File: src/wpl_pkg.sv
`default_nettype none
// ****************************************************************
// Watchdog and power LED constants.
// ****************************************************************
package wpl_pkg;

  // Register offsets on the 8-bit configuration port.
  localparam logic [7:0] ADDR_ACT   = 8'h30;
  localparam logic [7:0] ADDR_MODE  = 8'hf5;
  localparam logic [7:0] ADDR_CNT   = 8'hf6;
  localparam logic [7:0] ADDR_CTL   = 8'hf7;
  localparam logic [7:0] ADDR_ISTAT = 8'he0;
  localparam logic [7:0] ADDR_IMASK = 8'he1;

  // Field positions.
  localparam int ACT_BIT   = 0;
  localparam int LED_HI    = 7;
  localparam int LED_LO    = 6;
  localparam int FAST_BIT  = 4;
  localparam int MIN_BIT   = 3;
  localparam int KBC_BIT   = 2;
  localparam int KEYBOARD_RESET_OUT_N_BIT = 1;
  localparam int MREL_BIT  = 7;
  localparam int KREL_BIT  = 6;
  localparam int TRIG_BIT  = 5;
  localparam int STAT_BIT  = 4;
  localparam int SEL_HI    = 3;
  localparam int IST_TOUT  = 0;
  localparam int IST_RLD   = 1;

  // Writable bits and reset values.
  localparam logic [7:0] MODE_MASK = 8'hde;
  localparam logic [7:0] CTL_MASK  = 8'hcf;
  localparam logic [7:0] RST_BYTE  = 8'h00;
  localparam logic [1:0] RST_IRQ   = 2'h0;
  localparam logic [3:0] SEL_SMI   = 4'h2;
  localparam logic [3:0] SEL_NONE  = 4'h0;

  // Time base: one millisecond tick from the 40 ns clock.
  localparam int CLK_PERIOD_NS = 40;
  localparam int MS_NS         = 1000000;
  localparam int MS_CYCLES     = MS_NS / CLK_PERIOD_NS;

  // Count unit lengths in millisecond ticks.
  localparam logic [15:0] UNIT_FAST_S = 16'h0001;
  localparam logic [15:0] UNIT_FAST_M = 16'h003c;
  localparam logic [15:0] UNIT_SEC    = 16'h03e8;
  localparam logic [15:0] UNIT_MIN    = 16'hea60;
  localparam logic [8:0]  HALF_SEC_MS = 9'h1f4;

  typedef enum logic [1:0] {
    LED_OFF = 2'b00,
    LED_LOW = 2'b01,
    LED_1HZ = 2'b10,
    LED_QHZ = 2'b11
  } wpl_led_t;

endpackage
`default_nettype wire

File: src/wpl_watchdog.sv
`timescale 1ns/100ps
`default_nettype none

module wpl_watchdog #(
  parameter int MS_CYCLES = wpl_pkg::MS_CYCLES
) (
  input  wire logic       ref_clk,
  input  wire logic       rst_n,
  input  wire logic [7:0] reg_addr,
  input  wire logic [7:0] reg_wdata,
  input  wire logic       reg_wr,
  input  wire logic       reg_rd,
  output var  logic [7:0] reg_rdata,
  input  wire logic       mouse_irq,
  input  wire logic       kbd_irq,
  input  wire logic       kbc_reset_line,
  output var  logic       timeout_out_n,
  output var  logic       keyboard_reset_out_n,
  output var  logic       system_mgmt_irq_n,
  output var  logic       timeout_irq,
  output var  logic [3:0] timeout_irq_sel,
  output var  logic       power_led_out,
  output var  logic       power_led_oe,
  output var  logic       irq
);

  localparam int MSW = $clog2(MS_CYCLES + 1);
  localparam logic [MSW-1:0] MS_LAST = MSW'(MS_CYCLES - 1);

  // ****************************************************************
  // Helper functions.
  // ****************************************************************

  // Rising edge of a level sampled against its copy one cycle old.
  function automatic logic rise(input logic now, input logic was);
    return now & ~was;
  endfunction

  // Count unit length in millisecond ticks for the fast and minute bits.
  function automatic logic [15:0] unit_len(input logic fast,
                                           input logic minute);
    logic [15:0] len;
    len = wpl_pkg::UNIT_SEC;
    unique case ({fast, minute})
      2'b00: len = wpl_pkg::UNIT_SEC;
      2'b01: len = wpl_pkg::UNIT_MIN;
      2'b10: len = wpl_pkg::UNIT_FAST_S;
      2'b11: len = wpl_pkg::UNIT_FAST_M;
    endcase
    return len;
  endfunction

  // ****************************************************************
  // State.
  // ****************************************************************

  logic [7:0]     act_reg;
  logic [7:0]     mode_reg;
  logic [7:0]     cnt_reg;
  logic [7:0]     reload_reg;
  logic [7:0]     ctl_reg;
  logic           tstat_reg;
  logic [1:0]     istat_reg;
  logic [1:0]     imask_reg;
  logic [7:0]     rdata_reg;
  logic [MSW-1:0] ms_cnt_reg;
  logic [15:0]    unit_cnt_reg;
  logic [8:0]     hs_cnt_reg;
  logic [2:0]     blink_reg;
  logic           mouse_d_reg;
  logic           kbd_d_reg;
  logic           kbc_d_reg;
  logic           led_out_reg;
  logic           led_oe_reg;

  logic           wr_act;
  logic           wr_mode;
  logic           wr_cnt;
  logic           wr_ctl;
  logic           wr_istat;
  logic           wr_imask;
  logic           active;
  logic           ms_tick;
  logic           unit_tick;
  logic           mouse_ev;
  logic           kbd_ev;
  logic           reload_ev;
  logic           kbc_ev;
  logic           force_ev;
  logic           expire;
  logic           tout_ev;
  logic           routed;
  wpl_pkg::wpl_led_t led_mode;
  logic [7:0]     rd_mux;

  // ****************************************************************
  // Address decode and event terms.
  // ****************************************************************

  // Write strobes per register.
  assign wr_act   = reg_wr && (reg_addr == wpl_pkg::ADDR_ACT);
  assign wr_mode  = reg_wr && (reg_addr == wpl_pkg::ADDR_MODE);
  assign wr_cnt   = reg_wr && (reg_addr == wpl_pkg::ADDR_CNT);
  assign wr_ctl   = reg_wr && (reg_addr == wpl_pkg::ADDR_CTL);
  assign wr_istat = reg_wr && (reg_addr == wpl_pkg::ADDR_ISTAT);
  assign wr_imask = reg_wr && (reg_addr == wpl_pkg::ADDR_IMASK);

  assign active   = act_reg[wpl_pkg::ACT_BIT];
  assign led_mode = wpl_pkg::wpl_led_t'(
                      mode_reg[wpl_pkg::LED_HI:wpl_pkg::LED_LO]);

  // Interrupt reload requests, each behind its own enable.
  assign mouse_ev = rise(mouse_irq, mouse_d_reg)
                    & ctl_reg[wpl_pkg::MREL_BIT];
  assign kbd_ev   = rise(kbd_irq, kbd_d_reg)
                    & ctl_reg[wpl_pkg::KREL_BIT];
  // A reload with nothing loaded yet would only disable, so skip it.
  assign reload_ev = active & (mouse_ev | kbd_ev)
                     & (reload_reg != 8'h00);

  // Time-out sources.
  assign kbc_ev   = active & mode_reg[wpl_pkg::KBC_BIT]
                    & rise(kbc_reset_line, kbc_d_reg);
  assign force_ev = active & wr_ctl
                    & reg_wdata[wpl_pkg::TRIG_BIT];
  assign expire   = active & unit_tick
                    & (cnt_reg == 8'h01);
  assign tout_ev  = expire | force_ev | kbc_ev;

  // ****************************************************************
  // Time base.
  // ****************************************************************

  // Free running millisecond prescaler; LED and counter share it.
  always_ff @(posedge ref_clk or negedge rst_n) begin
    if (!rst_n) begin
      ms_cnt_reg <= '0;
    end else if (ms_tick) begin
      ms_cnt_reg <= '0;
    end else begin
      ms_cnt_reg <= ms_cnt_reg + 1'b1;
    end
  end

  assign ms_tick = (ms_cnt_reg == MS_LAST);

  // Unit divider. It restarts on every load so the first unit is
  // full length, give or take the one millisecond of phase. It also
  // restarts on a mode write, because a count left over from a longer
  // unit would never meet the end of a shorter one.
  always_ff @(posedge ref_clk or negedge rst_n) begin
    if (!rst_n) begin
      unit_cnt_reg <= '0;
    end else if (wr_cnt || wr_mode || reload_ev || !active ||
                 cnt_reg == 8'h00) begin
      unit_cnt_reg <= '0;
    end else if (unit_tick) begin
      unit_cnt_reg <= '0;
    end else if (ms_tick) begin
      unit_cnt_reg <= unit_cnt_reg + 16'h0001;
    end
  end

  // The unit ends on the millisecond tick that completes its length.
  assign unit_tick = ms_tick && (cnt_reg != 8'h00) &&
                     (unit_cnt_reg ==
                      unit_len(mode_reg[wpl_pkg::FAST_BIT],
                               mode_reg[wpl_pkg::MIN_BIT])
                      - 16'h0001);

  // Half-second divider and blink counter for the LED.
  always_ff @(posedge ref_clk or negedge rst_n) begin
    if (!rst_n) begin
      hs_cnt_reg <= '0;
      blink_reg  <= '0;
    end else if (ms_tick) begin
      if (hs_cnt_reg == wpl_pkg::HALF_SEC_MS - 9'h001) begin
        hs_cnt_reg <= '0;
        blink_reg  <= blink_reg + 3'h1;
      end else begin
        hs_cnt_reg <= hs_cnt_reg + 9'h001;
      end
    end
  end

  // ****************************************************************
  // Watchdog counter.
  // ****************************************************************

  // A software write beats a reload in the same cycle; writing zero
  // stops the watchdog without touching the saved reload value.
  always_ff @(posedge ref_clk or negedge rst_n) begin
    if (!rst_n) begin
      cnt_reg    <= wpl_pkg::RST_BYTE;
      reload_reg <= wpl_pkg::RST_BYTE;
    end else if (wr_cnt) begin
      cnt_reg <= reg_wdata;
      if (reg_wdata != 8'h00) begin
        reload_reg <= reg_wdata;
      end
    end else if (reload_ev) begin
      cnt_reg <= reload_reg;
    end else if (active && unit_tick) begin
      cnt_reg <= cnt_reg - 8'h01;
    end
  end

  // Edge detector history.
  always_ff @(posedge ref_clk or negedge rst_n) begin
    if (!rst_n) begin
      mouse_d_reg <= 1'b0;
      kbd_d_reg   <= 1'b0;
      kbc_d_reg   <= 1'b0;
    end else begin
      mouse_d_reg <= mouse_irq;
      kbd_d_reg   <= kbd_irq;
      kbc_d_reg   <= kbc_reset_line;
    end
  end

  // ****************************************************************
  // Configuration registers.
  // ****************************************************************

  // Plain settings; reserved bits are never stored.
  always_ff @(posedge ref_clk or negedge rst_n) begin
    if (!rst_n) begin
      act_reg  <= wpl_pkg::RST_BYTE;
      mode_reg <= wpl_pkg::RST_BYTE;
      ctl_reg  <= wpl_pkg::RST_BYTE;
    end else begin
      if (wr_act) begin
        act_reg <= {7'h00, reg_wdata[wpl_pkg::ACT_BIT]};
      end
      if (wr_mode) begin
        mode_reg <= reg_wdata & wpl_pkg::MODE_MASK;
      end
      if (wr_ctl) begin
        ctl_reg <= reg_wdata & wpl_pkg::CTL_MASK;
      end
    end
  end

  // Time-out status. A new event wins over a software clear in the
  // same cycle, so a time-out is never lost. Writing one is ignored.
  always_ff @(posedge ref_clk or negedge rst_n) begin
    if (!rst_n) begin
      tstat_reg <= 1'b0;
    end else if (tout_ev) begin
      tstat_reg <= 1'b1;
    end else if (wr_ctl && !reg_wdata[wpl_pkg::STAT_BIT]) begin
      tstat_reg <= 1'b0;
    end
  end

  // ****************************************************************
  // Interrupt status and mask.
  // ****************************************************************

  // Sticky, cleared by writing one; the setting event wins.
  always_ff @(posedge ref_clk or negedge rst_n) begin
    if (!rst_n) begin
      istat_reg <= wpl_pkg::RST_IRQ;
      imask_reg <= wpl_pkg::RST_IRQ;
    end else begin
      for (int i = 0; i < 2; i++) begin
        if ((i == wpl_pkg::IST_TOUT && tout_ev) ||
            (i == wpl_pkg::IST_RLD && reload_ev)) begin
          istat_reg[i] <= 1'b1;
        end else if (wr_istat && reg_wdata[i]) begin
          istat_reg[i] <= 1'b0;
        end
      end
      if (wr_imask) begin
        imask_reg <= reg_wdata[1:0];
      end
    end
  end

  assign irq = |(istat_reg & imask_reg);

  // ****************************************************************
  // Read port.
  // ****************************************************************

  // The trigger bit always reads zero since it self-clears.
  always_comb begin
    rd_mux = 8'h00;
    unique case (reg_addr)
      wpl_pkg::ADDR_ACT:   rd_mux = act_reg;
      wpl_pkg::ADDR_MODE:  rd_mux = mode_reg;
      wpl_pkg::ADDR_CNT:   rd_mux = cnt_reg;
      wpl_pkg::ADDR_CTL:   rd_mux = {ctl_reg[7:6], 1'b0, tstat_reg,
                                     ctl_reg[3:0]};
      wpl_pkg::ADDR_ISTAT: rd_mux = {6'h00, istat_reg};
      wpl_pkg::ADDR_IMASK: rd_mux = {6'h00, imask_reg};
      default:             rd_mux = 8'h00;
    endcase
  end

  // Data stands only in the cycle after the strobe, zero otherwise.
  always_ff @(posedge ref_clk or negedge rst_n) begin
    if (!rst_n) begin
      rdata_reg <= 8'h00;
    end else begin
      rdata_reg <= reg_rd ? rd_mux : 8'h00;
    end
  end

  assign reg_rdata = rdata_reg;

  // ****************************************************************
  // Pins.
  // ****************************************************************

  // Time-out level holds until software clears the status bit or the active bit.
  assign timeout_out_n = ~(active & tstat_reg);
  assign keyboard_reset_out_n =
    ~(active & tstat_reg & mode_reg[wpl_pkg::KEYBOARD_RESET_OUT_N_BIT]);

  // Routing by the select field; zero routes nowhere.
  assign timeout_irq_sel = ctl_reg[wpl_pkg::SEL_HI:0];
  assign routed = active & tstat_reg;
  assign system_mgmt_irq_n =
    ~(routed && timeout_irq_sel == wpl_pkg::SEL_SMI);
  assign timeout_irq = routed &&
                       timeout_irq_sel != wpl_pkg::SEL_SMI &&
                       timeout_irq_sel != wpl_pkg::SEL_NONE;

  // LED works whether or not the watchdog is active.
  always_ff @(posedge ref_clk or negedge rst_n) begin
    if (!rst_n) begin
      led_out_reg <= 1'b0;
      led_oe_reg  <= 1'b0;
    end else begin
      unique case (led_mode)
        wpl_pkg::LED_OFF: begin
          led_out_reg <= 1'b0;
          led_oe_reg  <= 1'b0;
        end
        wpl_pkg::LED_LOW: begin
          led_out_reg <= 1'b0;
          led_oe_reg  <= 1'b1;
        end
        wpl_pkg::LED_1HZ: begin
          led_out_reg <= blink_reg[0];
          led_oe_reg  <= 1'b1;
        end
        wpl_pkg::LED_QHZ: begin
          led_out_reg <= blink_reg[2];
          led_oe_reg  <= 1'b1;
        end
      endcase
    end
  end

  assign power_led_out = led_out_reg;
  assign power_led_oe  = led_oe_reg;
endmodule // wpl_watchdog
`default_nettype wire

File: config.mk
export PLATFORM = sky130hd
export DESIGN_NAME = wpl_watchdog
export DESIGN_NICKNAME = d
export VERILOG_FILES = /design/src/wpl_pkg.sv /design/src/wpl_watchdog.sv
export SDC_FILE = /design/constraint.sdc
export NUM_CORES = 1
export LEC_CHECK = 0
export ABC_AREA = 1
export BUFFER_PORTS_ARGS = -buffer_cell sky130_fd_sc_hd__buf_2
export CAP_MARGIN = 20
export CORE_AREA = 2 2 104 106
export CTS_BUF_LIST = sky130_fd_sc_hd__clkbuf_4
export DETAILED_ROUTE_END_ITERATION = 12
export DIE_AREA = 0 0 106 108
export GPL_TIMING_DRIVEN = 0
export PLACE_DENSITY = 0.72
export SLEW_MARGIN = 20
export SYNTH_ARGS = -nofsm -noshare
export SYNTH_HDL_FRONTEND = slang
export SYNTH_SLANG_ARGS = --single-unit
File: constraint.sdc
create_clock -name ref_clk -period 2.5 [get_ports ref_clk]
set_clock_uncertainty 0.1 [all_clocks]
set_input_delay 0.125 -clock ref_clk [delete_from_list [all_inputs] [get_ports ref_clk]]
set_output_delay 0.125 -clock ref_clk [all_outputs]
set_load 0.01 [all_outputs]
# [Word-level counts from Yosys, hierarchy flattened]
# Cells that the tools add are included.
# W data, S select, Z words.
[totals] rom_bits=0 mem_bits_rw=0 latchBits=0 output_inout_bits=19 reg_bits=90 input_bits=23 memories=0 word_cells=125
[op_classes] addsub=6 shifts=0 n_mul=0 magnitude_cmp=0 n_mux=19 div=0 n_bitwise=25 n_reduce_logical=38 eq_ne=18
[ops] operator="$pmux W16 S4" count=1
[ops] operator="$mux W16" count=3
[ops] operator="$pmux W8 S6" count=1
[ops] operator="$eq A8 B8 Y1 const B" count=5
[ops] operator="$mux W8" count=4
[ops] operator="$reduce_bool A8 Y1" count=3
[ops] operator="$add A16 B1 Y16 const B" count=1
[ops] operator="$eq A16 B16 Y1" count=1
[ops] operator="$sub A16 B1 Y16 const B" count=1
[ops] operator="$add A15 B1 Y15 const B" count=1
[ops] operator="$and A1 B1 Y1" count=15
[ops] operator="$eq A15 B15 Y1 const B" count=1
[ops] operator="$logic_and A1 B1 Y1" count=15
[ops] operator="$mux W15" count=1
[ops] operator="$add A9 B1 Y9 const B" count=1
[ops] operator="$eq A9 B9 Y1 const B" count=1
[ops] operator="$mux W9" count=1
[ops] operator="$eq A2 B2 Y1 const B" count=4
[ops] operator="$eq A8 B1 Y1 const B" count=1
[ops] operator="$eq A8 B6 Y1 const B" count=1
[ops] operator="$logic_not A8 Y1" count=1
[ops] operator="$sub A8 B1 Y8 const B" count=1
[ops] operator="$mux W1" count=6
[ops] operator="$not A1 Y1" count=6
[ops] operator="17 further kinds" count=30

# [Depth between registers and ports, before layout]
# Gate-level depths: netlist of the first run.
[depth] word_depth=10 ltp_mapped=13 depth_no_buf=13

# [Least setup slack after synthesis of the first run]
# Ideal clock, no wire load.
[synth_timing] kind="flip-flop to flip-flop" from="register mode_reg[4]" to="register unit_cnt_reg[10]" required_time_ns=2.282 n_path_buf=2 arrival_ns=1.625 synth_period_minus_slack_ns=1.843 path_slack_ns=0.657 path_stages_with_launch=12 setup_time_ns=0.118 path_cell_list="dfrtp_1 -> inv_2 -> ha_1 -> clkbuf_2 -> xor2_1 -> nor2_1 -> nand2_1 -> nor2_1 -> nand3_2 -> buf_6 -> nand4_1 -> nand2_1"
[synth_between] elab_chain_cells=7 word_cells_on_any_way=11 cone_classes="add/sub (1); eq/ne (4); mux (3); reduce/logical (3)"
[synth_lines] element="from (decl)" line="wpl_watchdog.sv:58" rtl="logic [7:0] mode_reg;"
[synth_lines] element="from (signal assigned)" line="wpl_watchdog.sv:229" rtl="mode_reg <= wpl_pkg::RST_BYTE;"
[synth_lines] element="from (signal assigned)" line="wpl_watchdog.sv:236" rtl="mode_reg <= reg_wdata & wpl_pkg::MODE_MASK;"
[synth_lines] element="$eq A2 B2 Y1, or another cell as far along" line="wpl_watchdog.sv:44" rtl="unique case ({fast, minute})"
[synth_lines] element="$pmux W16 S4 *" line="wpl_watchdog.sv:44"
[synth_lines] element="$sub A16 B1 Y16 *" line="wpl_watchdog.sv:169" rtl="- 16'h0001);"
[synth_lines] element="$eq A16 B16 Y1 *" line="wpl_watchdog.sv:166" rtl="(unit_cnt_reg =="
[synth_lines] element="$logic_and A1 B1 Y1 *" line="wpl_watchdog.sv:165" rtl="assign unit_tick = ms_tick && (cnt_reg != 8'h00) &&"
[synth_lines] element="$mux W16" line="wpl_watchdog.sv:157" rtl="end else if (unit_tick) begin"
[synth_lines] element="$mux W16" line="wpl_watchdog.sv:154" rtl="end else if (wr_cnt || wr_mode || reload_ev || !active ||"
[synth_lines] element="to (signal assigned)" line="wpl_watchdog.sv:160" rtl="unit_cnt_reg <= unit_cnt_reg + 16'h0001;"
[synth_lines] element="to (decl)" line="wpl_watchdog.sv:67" rtl="logic [15:0] unit_cnt_reg;"
# Mark *: on every way between the ends. The rest lies on a longest branch, timed or not. The select of a mux whose other input is x is not followed.
# A chain may end at the register's enable or synchronous reset.

# [Worst setup path after layout of the first run]
[layout_timing] from="register mode_reg[4]" to="register unit_cnt_reg[14]"
# Same word-level chain as after synthesis.

==> metrics.md, run 1 <==
| Metric | Value |
|---|---|
| Status | complete, no violations |
| Remaining DRCs | 0 |
| Hold crit path type | input pin to flip-flop |
| Crit-path max cell delay | 0.54 ns |
| Prevailing post-synth register cell | dfrtp_1 |
| Design Area, Final | 6320 um^2 |
| Unrepaired setup endpoints after global routing | false |
| CTS Buffer Depth | 2 |
| Chip height | 108 um |
| CTS tree | done |
| Number of global-route vias before repair | 4,927 |
| Layout Utilization | 0.618 |
| Compound-Gate Fraction of Synth Area | 0.0725 |
| Crit path max fanout | 10 |
| Register area share after synthesis | 0.409 |
| Setup ws final | 0.336 ns |
| GP Congestion | about 0.90 |
| Yosys top cell by area | dfrtp_1 |
| I/O pins | 42 |
| Max-cap viol count | 0 |
| Largest family of logic cells by synthesized area | simple AND/OR/NAND/NOR gates |
| Worst slew margin | 0.501 |
| Pre-CTS setup slack | 0.360 ns |
| Worst-Skew Late Latency | 0.46 ns |
| H-tree levels | 3 |
| Synth area leaders | dfrtp_1 41%, nand2_1 14%, inv_1 6.4% |
| Final-report hold violation count | 0 |
| Sequential Power Share | 0.545 |
| Post-synthesis adder-cell area fraction | 0.0273 |
| Mapped cell area | ~5500 um^2 |
| Worst Path Required | 2.75 ns |
| Critical Path End Type | flip-flop |
| Synth Area in Simple Gates | 0.350 |
| Crit path time final | 2.16 ns |
| Pwr/cell area | between 400 and 500 nW/um^2 |
| Peak Freq | between 400 and 500 MHz |
| Initial core utilization | 0.538 |
| Mux share of post-synthesis cell area | 0.00818 |
| Port Buffer Count | 40 |
| Initial antenna violation count | 0 |
| Total GRT Usage | 0.248 |
| Count leader, synth | nand2_1 |
| DIE AREA | 11,400 um^2 |
| Slowest CP cell | dfrtp_1 |
| Pins Over Slew Limit | 0 |
| Pre-Repair DR Iteration Count | 5 |
| Psw | 0.000767 W |
| Routed wire length | 13,400 um |
| Gate Count Post-Synth | between 700 and 800 |
| Largest net degree at the start of global routing | 64 |
| Synth Register Bits | 90 |
| Antenna diodes | 0 |
| Synth top cells by count | 198 x nand2_1, 94 x inv_1, 90 x dfrtp_1, 87 x nor2_1, 63 x nand3_1 |
| Core footprint | 10,200 um^2 |
| Xor/xnor cell area share of the yosys netlist | 0.0366 |
| Pint | 0.00205 W |
| CP dominant cell by count | nand2_1 |
| # setup viols final | 0 |
| Initial DRC Count | 199 |
| Crit-path cells | inv_2 > ha_1 > nor2_1 > nand2_1 > nand2_1 > nand3_1 > nor2_1 > nand3_2 > buf_6 > nand4_1 > nand2_1 |
| Comb pwr share | 0.123 |
| Final TNS setup | 0 ns |
| Routed vias/inst | 5.25 |
| First-pass GRT wire length | 22,700 um |
| Top-area cell type share of the netlist area | 0.409 |
| Post-CTS sizing | 0 |
| Ys async rst share | 1.00 |
| Synthesis Warnings | 0 |
| Avg WL per Cell | 13.8 um |
| Row cnt | 37 |
| Clock power frac | 0.332 |
| Layout Area Growth over Synthesis | 14.9% |
| Layout cells sized above 1 | 0.142 |
| Worst-path clk slew | 0.15 ns |
| Num CTS Buffers | 9 |
| Via Count | 5,086 |
| Max reg flops | 16 |
| Final nets | 862 |
| Post-synth EDFFs | 0 |
| WS Path Type | flip-flop to flip-flop |
| Total congestion overflow | 0 |
| Net Count, Synth | 786 |
| CTS Sinks | 90 |
| Period Utilization, post-route | 0.866 |
| Fill count | around 940 |
| Slew @ Worst Pin | ~0.74 ns |
| Avg Inst Size Synth | 7.33 um^2 |
| Critical path arrival | 2.42 ns |
| Die Wd | between 100 and 150 um |
| Final ANT Viol Nets | 0 |
| Sw Ratio | 0.272 |
| VDD IR max | 277 uV |
| Root Buffer Master | clkbuf_4 |
| Post-DP HPWL | 9770 um |
| Leakage | about 3.3 nW |
| CP startpoint kind | flip-flop |
| Post-DP Area | 5910 um^2 |
| Synth cell types | 42 |
-- area by class of cell --
type	count	area [um^2]	area share
Timing Repair Buffer	65	484	0.0766
Tap cell	136	170	0.0269
Clock inverter	6	88.8	0.0140
Buffer	21	129	0.0204
Sequential cell	90	2250	0.356
Inverter	107	403	0.0637
Multi-Input combinational cell	533	2720	0.430
Clock buffer	10	75.1	0.0119
-- through the flow --
stage          hold WS, ns  power (W)  instances
2_1_floorplan       -0.271    0.00175        751
3_3_place_gp         0.155    0.00186        927
3_5_place_dp       -0.0813    0.00188        928
4_1_cts             0.0534    0.00284        968
5_1_grt             0.0958    0.00294        968
6_report            0.0703    0.00282        968
-- worst max-delay path, delay by kind of cell (launching register included) --
family / cells / cell delay, ns
fa+ha+maj: 1 / 0.23
buf+inv: 2 / 0.30
flops: 1 / 0.54
simple gates: 8 / 0.89
-- repair_timing --
action                     CTS  global route
buffers inserted             0             0
hold endpoints to repair   134             0
hold buffers                24             0
setup endpoints to repair    0             0
-- placed cells by master (no fill, tap or decap), types with 3 or more instances in the layout --
master	synthesis	routed
buf_2	8	47
nand2_2	5	5
nor3_1	12	12
nor2_4	4	4
inv_1	94	94
nor2_2	7	7
inv_2	9	9
mux2_2	4	4
a31oi_1	3	3
a21oi_1	20	20
clkbuf_4	0	10
buf_4	8	8
dlygate4sd3_1	0	23
nand3_4	3	3
xor2_1	21	21
clkinv_1	3	3
ha_1	12	12
o21ai_0	34	34
o22ai_1	6	6
nand3_1	63	63
nor2_1	87	87
nand2_1	198	198
dfrtp_1	90	90
nand4_1	32	32
-- power by group through the flow --
stage / Sequential [W] / Clock (W) / Combinational [W]
floorplan: 0.00155 / 0 / 0.000194
global placement: 0.00156 / 0 / 0.000299
detailed placement: 0.00156 / 0 / 0.000312
CTS: 0.00154 / 0.000954 / 0.000346
global route: 0.00154 / 0.00101 / 0.000392
finish: 0.00154 / 0.000936 / 0.000347
-- logic make-up after synthesis --
| family | Yosys count |
|---|---|
| adders and majority gates | 12 |
| buffers and inverters | 128 |
| DFF | 90 |
| and+or+nand+nor | 422 |
| xor gates and xnor gates | 23 |
| AOI/OAI and AO/OA | 72 |
| muxes | 4 |
-- worst paths after layout --
path	cells after the start	to	start	slack [ns]
max	11	unit_cnt_reg[14]$_DFFE_PN0P_	mode_reg[4]$_DFFE_PN0P_	0.34
min reg2reg	1	ms_cnt_reg[0]$_DFF_PN0_	ms_cnt_reg[0]$_DFF_PN0_	0.38
min	6	reg_rdata[0]$_DFF_PN0_	reg_addr[1]	0.07
min in group asynchronous	3	unit_cnt_reg[9]$_DFFE_PN0P_	rst_n	0.47
max in group asynchronous	4	reload_reg[1]$_DFFE_PN0P_	rst_n	1.32
max reg2reg	11	unit_cnt_reg[14]$_DFFE_PN0P_	mode_reg[4]$_DFFE_PN0P_	0.34
-- per-layer routing --
metal / global-route usage / vias up / part of all wire
li1: - / 2557 / -
met1: 0.308 / 2369 / 0.45
met3: 0.0362 / 34 / 0.036
met5: 0 / - / 0
met4: 0.109 / 0 / 0.032
met2: 0.433 / 126 / 0.48
No activity file was read; power rests on OpenSTA's default activity.
==> inputs of run 2 (changes only) <==
Settings changed: CELL_PAD_IN_SITES_DETAIL_PLACEMENT set to 1, CELL_PAD_IN_SITES_GLOBAL_PLACEMENT set to 1, CORE_AREA 2 2 104 106 to 2 2 113 115, DIE_AREA 0 0 106 108 to 0 0 115 117, MAX_ROUTING_LAYER set to met4, PLACE_DENSITY 0.72 to not set, PLACE_DENSITY_LB_ADDON set to 0.1.
==> run 2 against run 1 <==
Critical path depth did not move. Largest power group unchanged. Die area rose by 18%. Hold slack got worse by 0.0078 ns. Critical path type unchanged. Clock-buffer cell count did not move. Largest cell class unchanged.
==> metrics.md, run 2 (synthesized netlist as in run 1, its figures left out) <==
| Metric | Value |
|---|---|
| Status | complete, no violations (unchanged) |
| Commonest non-fill, non-tap cell in the layout | nand2_1 (unchanged) |
| Final nets | 862 (unchanged) |
| Layout cells sized above 1 | 0.138 (was 0.142) |
| Routed vias/inst | 5.24 (was 5.25) |
| VDD IR max | 314 uV (was 277 uV) |
| Hold Slack | 0.0625 ns (was 0.0703 ns) |
| CTS Sinks | 90 (unchanged) |
| Worst-path clk slew | 0.15 ns (about the same) |
| Remaining DRCs | 0 (unchanged) |
| Routed wire length | 15,600 um (was 13,400 um) |
| Fin cells | 983 (was 968) |
| CP startpoint kind | flip-flop (unchanged) |
| CP bufs+invs | 3 (was 2) |
| Crit path max-delay family | simple AND/OR/NAND/NOR gates (unchanged) |
| Avg WL per Cell | 15.9 um (was 13.8 um) |
| Reg area | 2250 um^2 (unchanged) |
| Critical Path Source | mode_reg[4]$_DFFE_PN0P_ (unchanged) |
| R2R Path End | unit_cnt_reg[11]$_DFFE_PN0P_ (was unit_cnt_reg[14]$_DFFE_PN0P_) |
| Num CTS Buffers | 9 (unchanged) |
| Initial DRC Count | 212 (was 199) |
| Pins Over Slew Limit | 0 (unchanged) |
| Max-cap viol count | 0 (unchanged) |
| DP Cell Count | 942 (was 928) |
| Most frequent cells in the layout | 198 x nand2_1, 94 x inv_1, 90 x dfrtp_1 (unchanged) |
| Slowest CP cell | dfrtp_1 (unchanged) |
| Crit path max fanout | 10 (unchanged) |
| Crit path time final | 2.26 ns (was 2.16 ns) |
| Initial core utilization | 0.447 (was 0.538) |
| Slew @ Worst Pin | 0.979 ns (was 0.743 ns) |
| Worst reg2reg startpoint | mode_reg[4]$_DFFE_PN0P_ (unchanged) |
| DIE AREA | 13,500 um^2 (was 11,400 um^2) |
| CTS Buffer Depth | 2 (unchanged) |
| Max reg flops | 16 (unchanged) |
| CTS tree | done (unchanged) |
| Critical path arrival | 2.54 ns (was 2.42 ns) |
| Hold crit path type | input pin to async pin (was input pin to flip-flop) |
| I/O pins | 42 (unchanged) |
| Die Wd | 115 um (was 106 um) |
| Row cnt | 41 (was 37) |
| Worst Path Required | 2.78 ns (was 2.75 ns) |
| R2R Setup Slk | 0.24 ns (was 0.34 ns) |
| Worst-Skew Late Latency | 0.48 ns (was 0.46 ns) |
| Total congestion overflow | 0 (unchanged) |
| GP Congestion | 0.844 (was 0.903) |
| Final TNS setup | 0 ns (unchanged) |
| Worst slew margin | 0.345 (was 0.501) |
| Final ANT Viol Nets | 0 (unchanged) |
| Crit-path cells | inv_2 > ha_1 > clkbuf_2 > xor2_1 > nor2_1 > nand2_1 > nor2_1 > nand3_2 > buf_6 > nand4_1 > nand2_1 (was inv_2 > ha_1 > nor2_1 > nand2_1 > nand2_1 > nand3_1 > nor2_1 > nand3_2 > buf_6 > nand4_1 > nand2_1) |
| Unrepaired setup endpoints after global routing | false (unchanged) |
| R2R depth | 11 (unchanged) |
| Core footprint | 12,300 um^2 (was 10,200 um^2) |
| Largest net degree at the start of global routing | 70 (was 64) |
| Chip height | 117 um (was 108 um) |
| Total Power | 0.00274 W (was 0.00282 W) |
| Multi-input gate area | 2720 um^2 (unchanged) |
| First-pass GRT wire length | 26,400 um (was 22,700 um) |
| CP Depth | 11 (unchanged) |
| Final-report hold violation count | 0 (unchanged) |
| H-tree levels | 3 (unchanged) |
| Critical Path End Type | flip-flop (unchanged) |
| Worst Setup EP | unit_cnt_reg[11]$_DFFE_PN0P_ (was unit_cnt_reg[14]$_DFFE_PN0P_) |
| Peak Freq | 442 MHz (was 462 MHz) |
| Initial antenna violation count | 1 (was 0) |
| Pwr/cell area | 434 nW/um^2 (was 446 nW/um^2) |
| Pre-Repair DR Iteration Count | 4 (was 5) |
| Number of global-route vias before repair | 5,356 (was 4,927) |
| Crit-path max cell delay | 0.55 ns (was 0.54 ns) |
| Fill count | 1,603 (was 935) |
| Layout Area Growth over Synthesis | 14.5% (was 14.9%) |
| Root Buffer Master | clkbuf_4 (unchanged) |
| Total GRT Usage | 0.257 (was 0.248) |
| Leakage | 3.32 nW (was 3.33 nW) |
| Period Utilization, post-route | 0.904 (was 0.866) |
| WS Path Type | flip-flop to flip-flop (unchanged) |
| # setup viols final | 0 (unchanged) |
| Port Buffer Count | 40 (unchanged) |
| Via Count | 5,151 (was 5,086) |
| Post-DP HPWL | 11,700 um (was 9770 um) |
[run 2: cell count changes in the layout (fill, tap and decap cells not counted)]
cell           change
clkinv_1           +2
bufinv_16          -1
buf_12             -1
diode_2            +1
clkinvlp_4         -2
clkinv_2           +1
dlygate4sd3_1      +1
[run 2: power breakdown]
group	switching (W)	internal [W]
combinational	0.000219	0.000133
sequential	0.0000373	0.00150
clock	0.000536	0.000311
total	0.000792	0.00194
[run 2: worst min-delay path by stage]
| stage | startpoint | to | slack [ns] |
|---|---|---|---|
| 2_1_floorplan | rst_n | act_reg[0]$_DFFE_PN0P_ | -0.27 |
| 3_3_place_gp | kbd_irq | kbd_d_reg$_DFF_PN0_ | 0.15 |
| 3_5_place_dp | rst_n | hs_cnt_reg[7]$_DFFE_PN0N_ | -0.10 |
| 4_1_cts | rst_n | hs_cnt_reg[4]$_DFFE_PN0N_ | 0.06 |
| 5_1_grt | rst_n | hs_cnt_reg[4]$_DFFE_PN0N_ | 0.11 |
| 6_report | rst_n | hs_cnt_reg[4]$_DFFE_PN0N_ | 0.06 |
[run 2: worst min-delay path, stage by stage]
cell           delay [ns]
dlygate4sd3_1        0.54
buf_6                0.11
buf_16               0.28
[run 2: area by class of cell]
class                           instances  area share
Multi-Input combinational cell        533       0.432
Antenna cell                            1    0.000397
Sequential cell                        90       0.357
Timing Repair Buffer                   65      0.0753
Clock inverter                          6     0.00894
Tap cell                              150      0.0298
Buffer                                 21      0.0205
Inverter                              107      0.0639
Clock buffer                           10      0.0119
[run 2: through the flow]
step / utilization / setup slack (ns) / area [um^2]
2_1_floorplan: - / 0.657 / 5510
5_1_grt: 0.512 / 0.0280 / 6300
3_5_place_dp: 0.481 / 0.293 / 5930
4_1_cts: 0.512 / 0.253 / 6300
6_report: 0.512 / 0.239 / 6300
3_3_place_gp: 0.479 / 0.318 / 5890
[run 2: what timing repair did]
| action | in CTS | in global routing |
|---|---|---|
| gates resized for setup | 0 | 0 |
| endpoints found under the hold margin | 135 | 0 |
| setup buffers | 0 | 0 |
| hold buffers | 24 | 0 |
[run 2: per-layer routing]
layer	up-vias	track usage	routed length, um	part of all wire
li1	2554	-	-	-
met1	2497	0.316	7150	0.46
met2	73	0.428	7700	0.49
met3	27	0.0360	335	0.021
met4	0	0.107	412	0.026
met5	-	-	0	0
==> inputs of run 3 (changes only) <==
Settings changed: BUFFER_PORTS_ARGS -buffer_cell sky130_fd_sc_hd__buf_2 to not set, CORE_AREA 2 2 113 115 to 2 2 109 111, DIE_AREA 0 0 115 117 to 0 0 111 113, DONT_BUFFER_PORTS set to 1.
==> run 3 against run 2 <==
Wire length up 2.8%. Die area shrank 6.8%. Highest routed layer unchanged. Largest power group unchanged. First-iteration DRC count decreased by 12%. Largest cell class unchanged. Cell area is 2.3% lower. Clock power up 5.8%. Via count is 0.31% lower. Worst setup slack worse by 0.077 ns. Hold slack lost 0.021 ns.
==> metrics.md, run 3 (synthesized netlist as in run 1, its figures left out) <==
| Metric | Value |
|---|---|
| CTS tree | done (unchanged) |
| Status | complete, no violations (unchanged) |
| Chip height | 113 um (was 117 um) |
| First-pass GRT wire length | 27,400 um (was 26,400 um) |
| Initial core utilization | 0.488 (was 0.447) |
| Hold Slack | 0.0413 ns (was 0.0625 ns) |
| Pwr/cell area | 450 nW/um^2 (was 434 nW/um^2) |
| DIE AREA | 12,500 um^2 (was 13,500 um^2) |
| Routed wire length | 16,000 um (was 15,600 um) |
| Worst-Skew Late Latency | 0.49 ns (was 0.48 ns) |
| Pre-CTS setup slack | 0.243 ns (was 0.293 ns) |
| CTS Buffer Depth | 2 (unchanged) |
| I/O pins | 42 (unchanged) |
| Via Count | 5,135 (was 5,151) |
| Antenna diodes | 0 (was 1) |
| Slowest CP cell | dlygate4sd3_1 (was dfrtp_1) |
| Post-CTS Setup Inserts | 0 (unchanged) |
| Max reg flops | 16 (unchanged) |
| Period Utilization, post-route | 0.935 (was 0.904) |
| Final-report hold violation count | 0 (unchanged) |
| Number of global-route vias before repair | 5,735 (was 5,356) |
| Critical path arrival | 2.65 ns (was 2.54 ns) |
| Layout Area Growth over Synthesis | 11.8% (was 14.5%) |
| Crit path max-delay family | buffers and inverters (was simple AND/OR/NAND/NOR gates) |
| Remaining DRCs | 0 (unchanged) |
| Crit-path cells | dlygate4sd3_1 > inv_2 > nand2_1 > nor2_1 > dlygate4sd3_1 > nand2_1 > dlygate4sd3_1 > nor3_1 (was inv_2 > ha_1 > clkbuf_2 > xor2_1 > nor2_1 > nand2_1 > nor2_1 > nand3_2 > buf_6 > nand4_1 > nand2_1) |
| CP startpoint kind | input pin (was flip-flop) |
| Crit path max fanout | 7 (was 10) |
| Initial antenna violation count | 0 (was 1) |
| CTS Sinks | 90 (unchanged) |
| Crit-path max cell delay | 0.64 ns (was 0.55 ns) |
| Avg WL per Cell | 17.1 um (was 15.9 um) |
| Worst Path Required | 2.81 ns (was 2.78 ns) |
| Peak Freq | 428 MHz (was 442 MHz) |
| H-tree levels | 3 (unchanged) |
| Commonest non-fill, non-tap cell in the layout | nand2_1 (unchanged) |
| Pre-Repair DR Iteration Count | 4 (unchanged) |
| Largest net degree at the start of global routing | 91 (was 70) |
| Leakage | 3.17 nW (was 3.32 nW) |
| Final ANT Viol Nets | 0 (unchanged) |
| VDD IR max | 320 uV (was 314 uV) |
| Final nets | 827 (was 862) |
| Max-cap viol count | 0 (unchanged) |
| Unrepaired setup endpoints after global routing | false (unchanged) |
| Row cnt | 39 (was 41) |
| Die Wd | 111 um (was 115 um) |
| CP dominant cell by count | dlygate4sd3_1 |
| GP Congestion | 0.870 (was 0.844) |
| Total congestion overflow | 0 (unchanged) |
| Total GRT Usage | 0.281 (was 0.257) |
| Worst slew margin | 0.458 (was 0.345) |
| Pins Over Slew Limit | 0 (unchanged) |
| Root Buffer Master | clkbuf_4 (unchanged) |
| # setup viols final | 0 (unchanged) |
| Core footprint | 11,300 um^2 (was 12,300 um^2) |
| Worst-path clk slew | 0.15 ns (about the same) |
| Critical Path End Type | flip-flop (unchanged) |
| Hold crit path type | input pin to flip-flop (was input pin to async pin) |
| Total Power | 0.00277 W (was 0.00274 W) |
| CP bufs+invs | 4 (was 3) |
| Fill count | 1,453 (was 1,603) |
| Setup ws final | 0.162 ns (was 0.239 ns) |
| Crit path time final | 2.34 ns (was 2.26 ns) |
| Num CTS Buffers | 9 (unchanged) |
| Initial DRC Count | 187 (was 212) |
| Post-DP HPWL | 11,800 um (was 11,700 um) |
| Final TNS setup | 0 ns (unchanged) |
| Routed vias/inst | 5.46 (was 5.24) |
| Most frequent cells in the layout | 198 x nand2_1, 94 x inv_1, 89 x dfrtp_1 (was 198 x nand2_1, 94 x inv_1, 90 x dfrtp_1) |
| Layout cells sized above 1 | 0.0979 (was 0.138) |
| Slew @ Worst Pin | 0.807 ns (was 0.979 ns) |
| Port Buffer Count | 0 (was 40) |
| WS Path Type | input pin to flip-flop (was flip-flop to flip-flop) |
run 3: cell types whose count changed in the layout (fill, tap and decap cells not counted), sizes merged:
cell         change
clkinvlp         +1
diode            -1
clkinv           -3
buf             -40
dlygate4sd3      +5
inv              +2
run 3: through the flow:
step                utilization  std cells  instance area [um^2]
CTS                       0.546        940                  6150
global placement          0.504        894                  5680
detailed placement        0.504        894                  5680
floorplan                     -        751                  5510
global route              0.546        940                  6160
finish                    0.546        940                  6160
run 3: metal layers:
metal	vias up	wire length, um	track usage
met5	-	0	-
met2	93	8450	0.518
met3	37	450	0.0375
met4	0	515	0.114
met1	2523	6620	0.306
li1	2482	-	-
run 3: final timing paths:
path,from,to,slack (ns),cells after the start
setup / recovery,reg_addr[0],reg_rdata[5]$_DFF_PN0_,0.16,8
hold / removal,reg_wdata[3],reload_reg[4]$_DFFE_PN0P_,0.04,3
setup reg to reg,mode_reg[4]$_DFFE_PN0P_,cnt_reg[4]$_DFFE_PN0P_,0.30,13
hold reg to reg,ms_cnt_reg[0]$_DFF_PN0_,ms_cnt_reg[0]$_DFF_PN0_,0.39,1
max in group asynchronous,rst_n,mode_reg[4]$_DFFE_PN0P_,1.82,2
min in group asynchronous,rst_n,power_led_oe$_DFF_PN0_,0.08,2
run 3: tightest hold or removal path: stages:
cell	delay, ns
nor4_1	0.03
a21oi_2	0.32
o21ai_0	0.12
run 3: final cells by class:
| class | count | area [um^2] | share of cell area |
|---|---|---|---|
| clock inverter | 6 | 72.6 | 0.0118 |
| tap | 143 | 179 | 0.0291 |
| sequential | 90 | 2250 | 0.366 |
| buffer | 21 | 129 | 0.0209 |
| inverter | 107 | 403 | 0.0654 |
| timing repair buffer | 30 | 318 | 0.0516 |
| clock buffer | 10 | 75.1 | 0.0122 |
| multi-input combinational | 533 | 2730 | 0.443 |
run 3: power by group:
part | internal [W] | total (W) | leakage (nW) | switching [W]
logic | 0.000118 | 0.000333 | 1.97 | 0.000215
clock network | 0.000328 | 0.000895 | 0.0780 | 0.000567
registers | 0.00150 | 0.00154 | 1.12 | 0.0000414
run 3: what timing repair did:
item,in CTS,in global routing
endpoints found under the hold margin,135,0
resized for setup,0,2
hold buffers,30,0
setup endpoints to repair,0,11
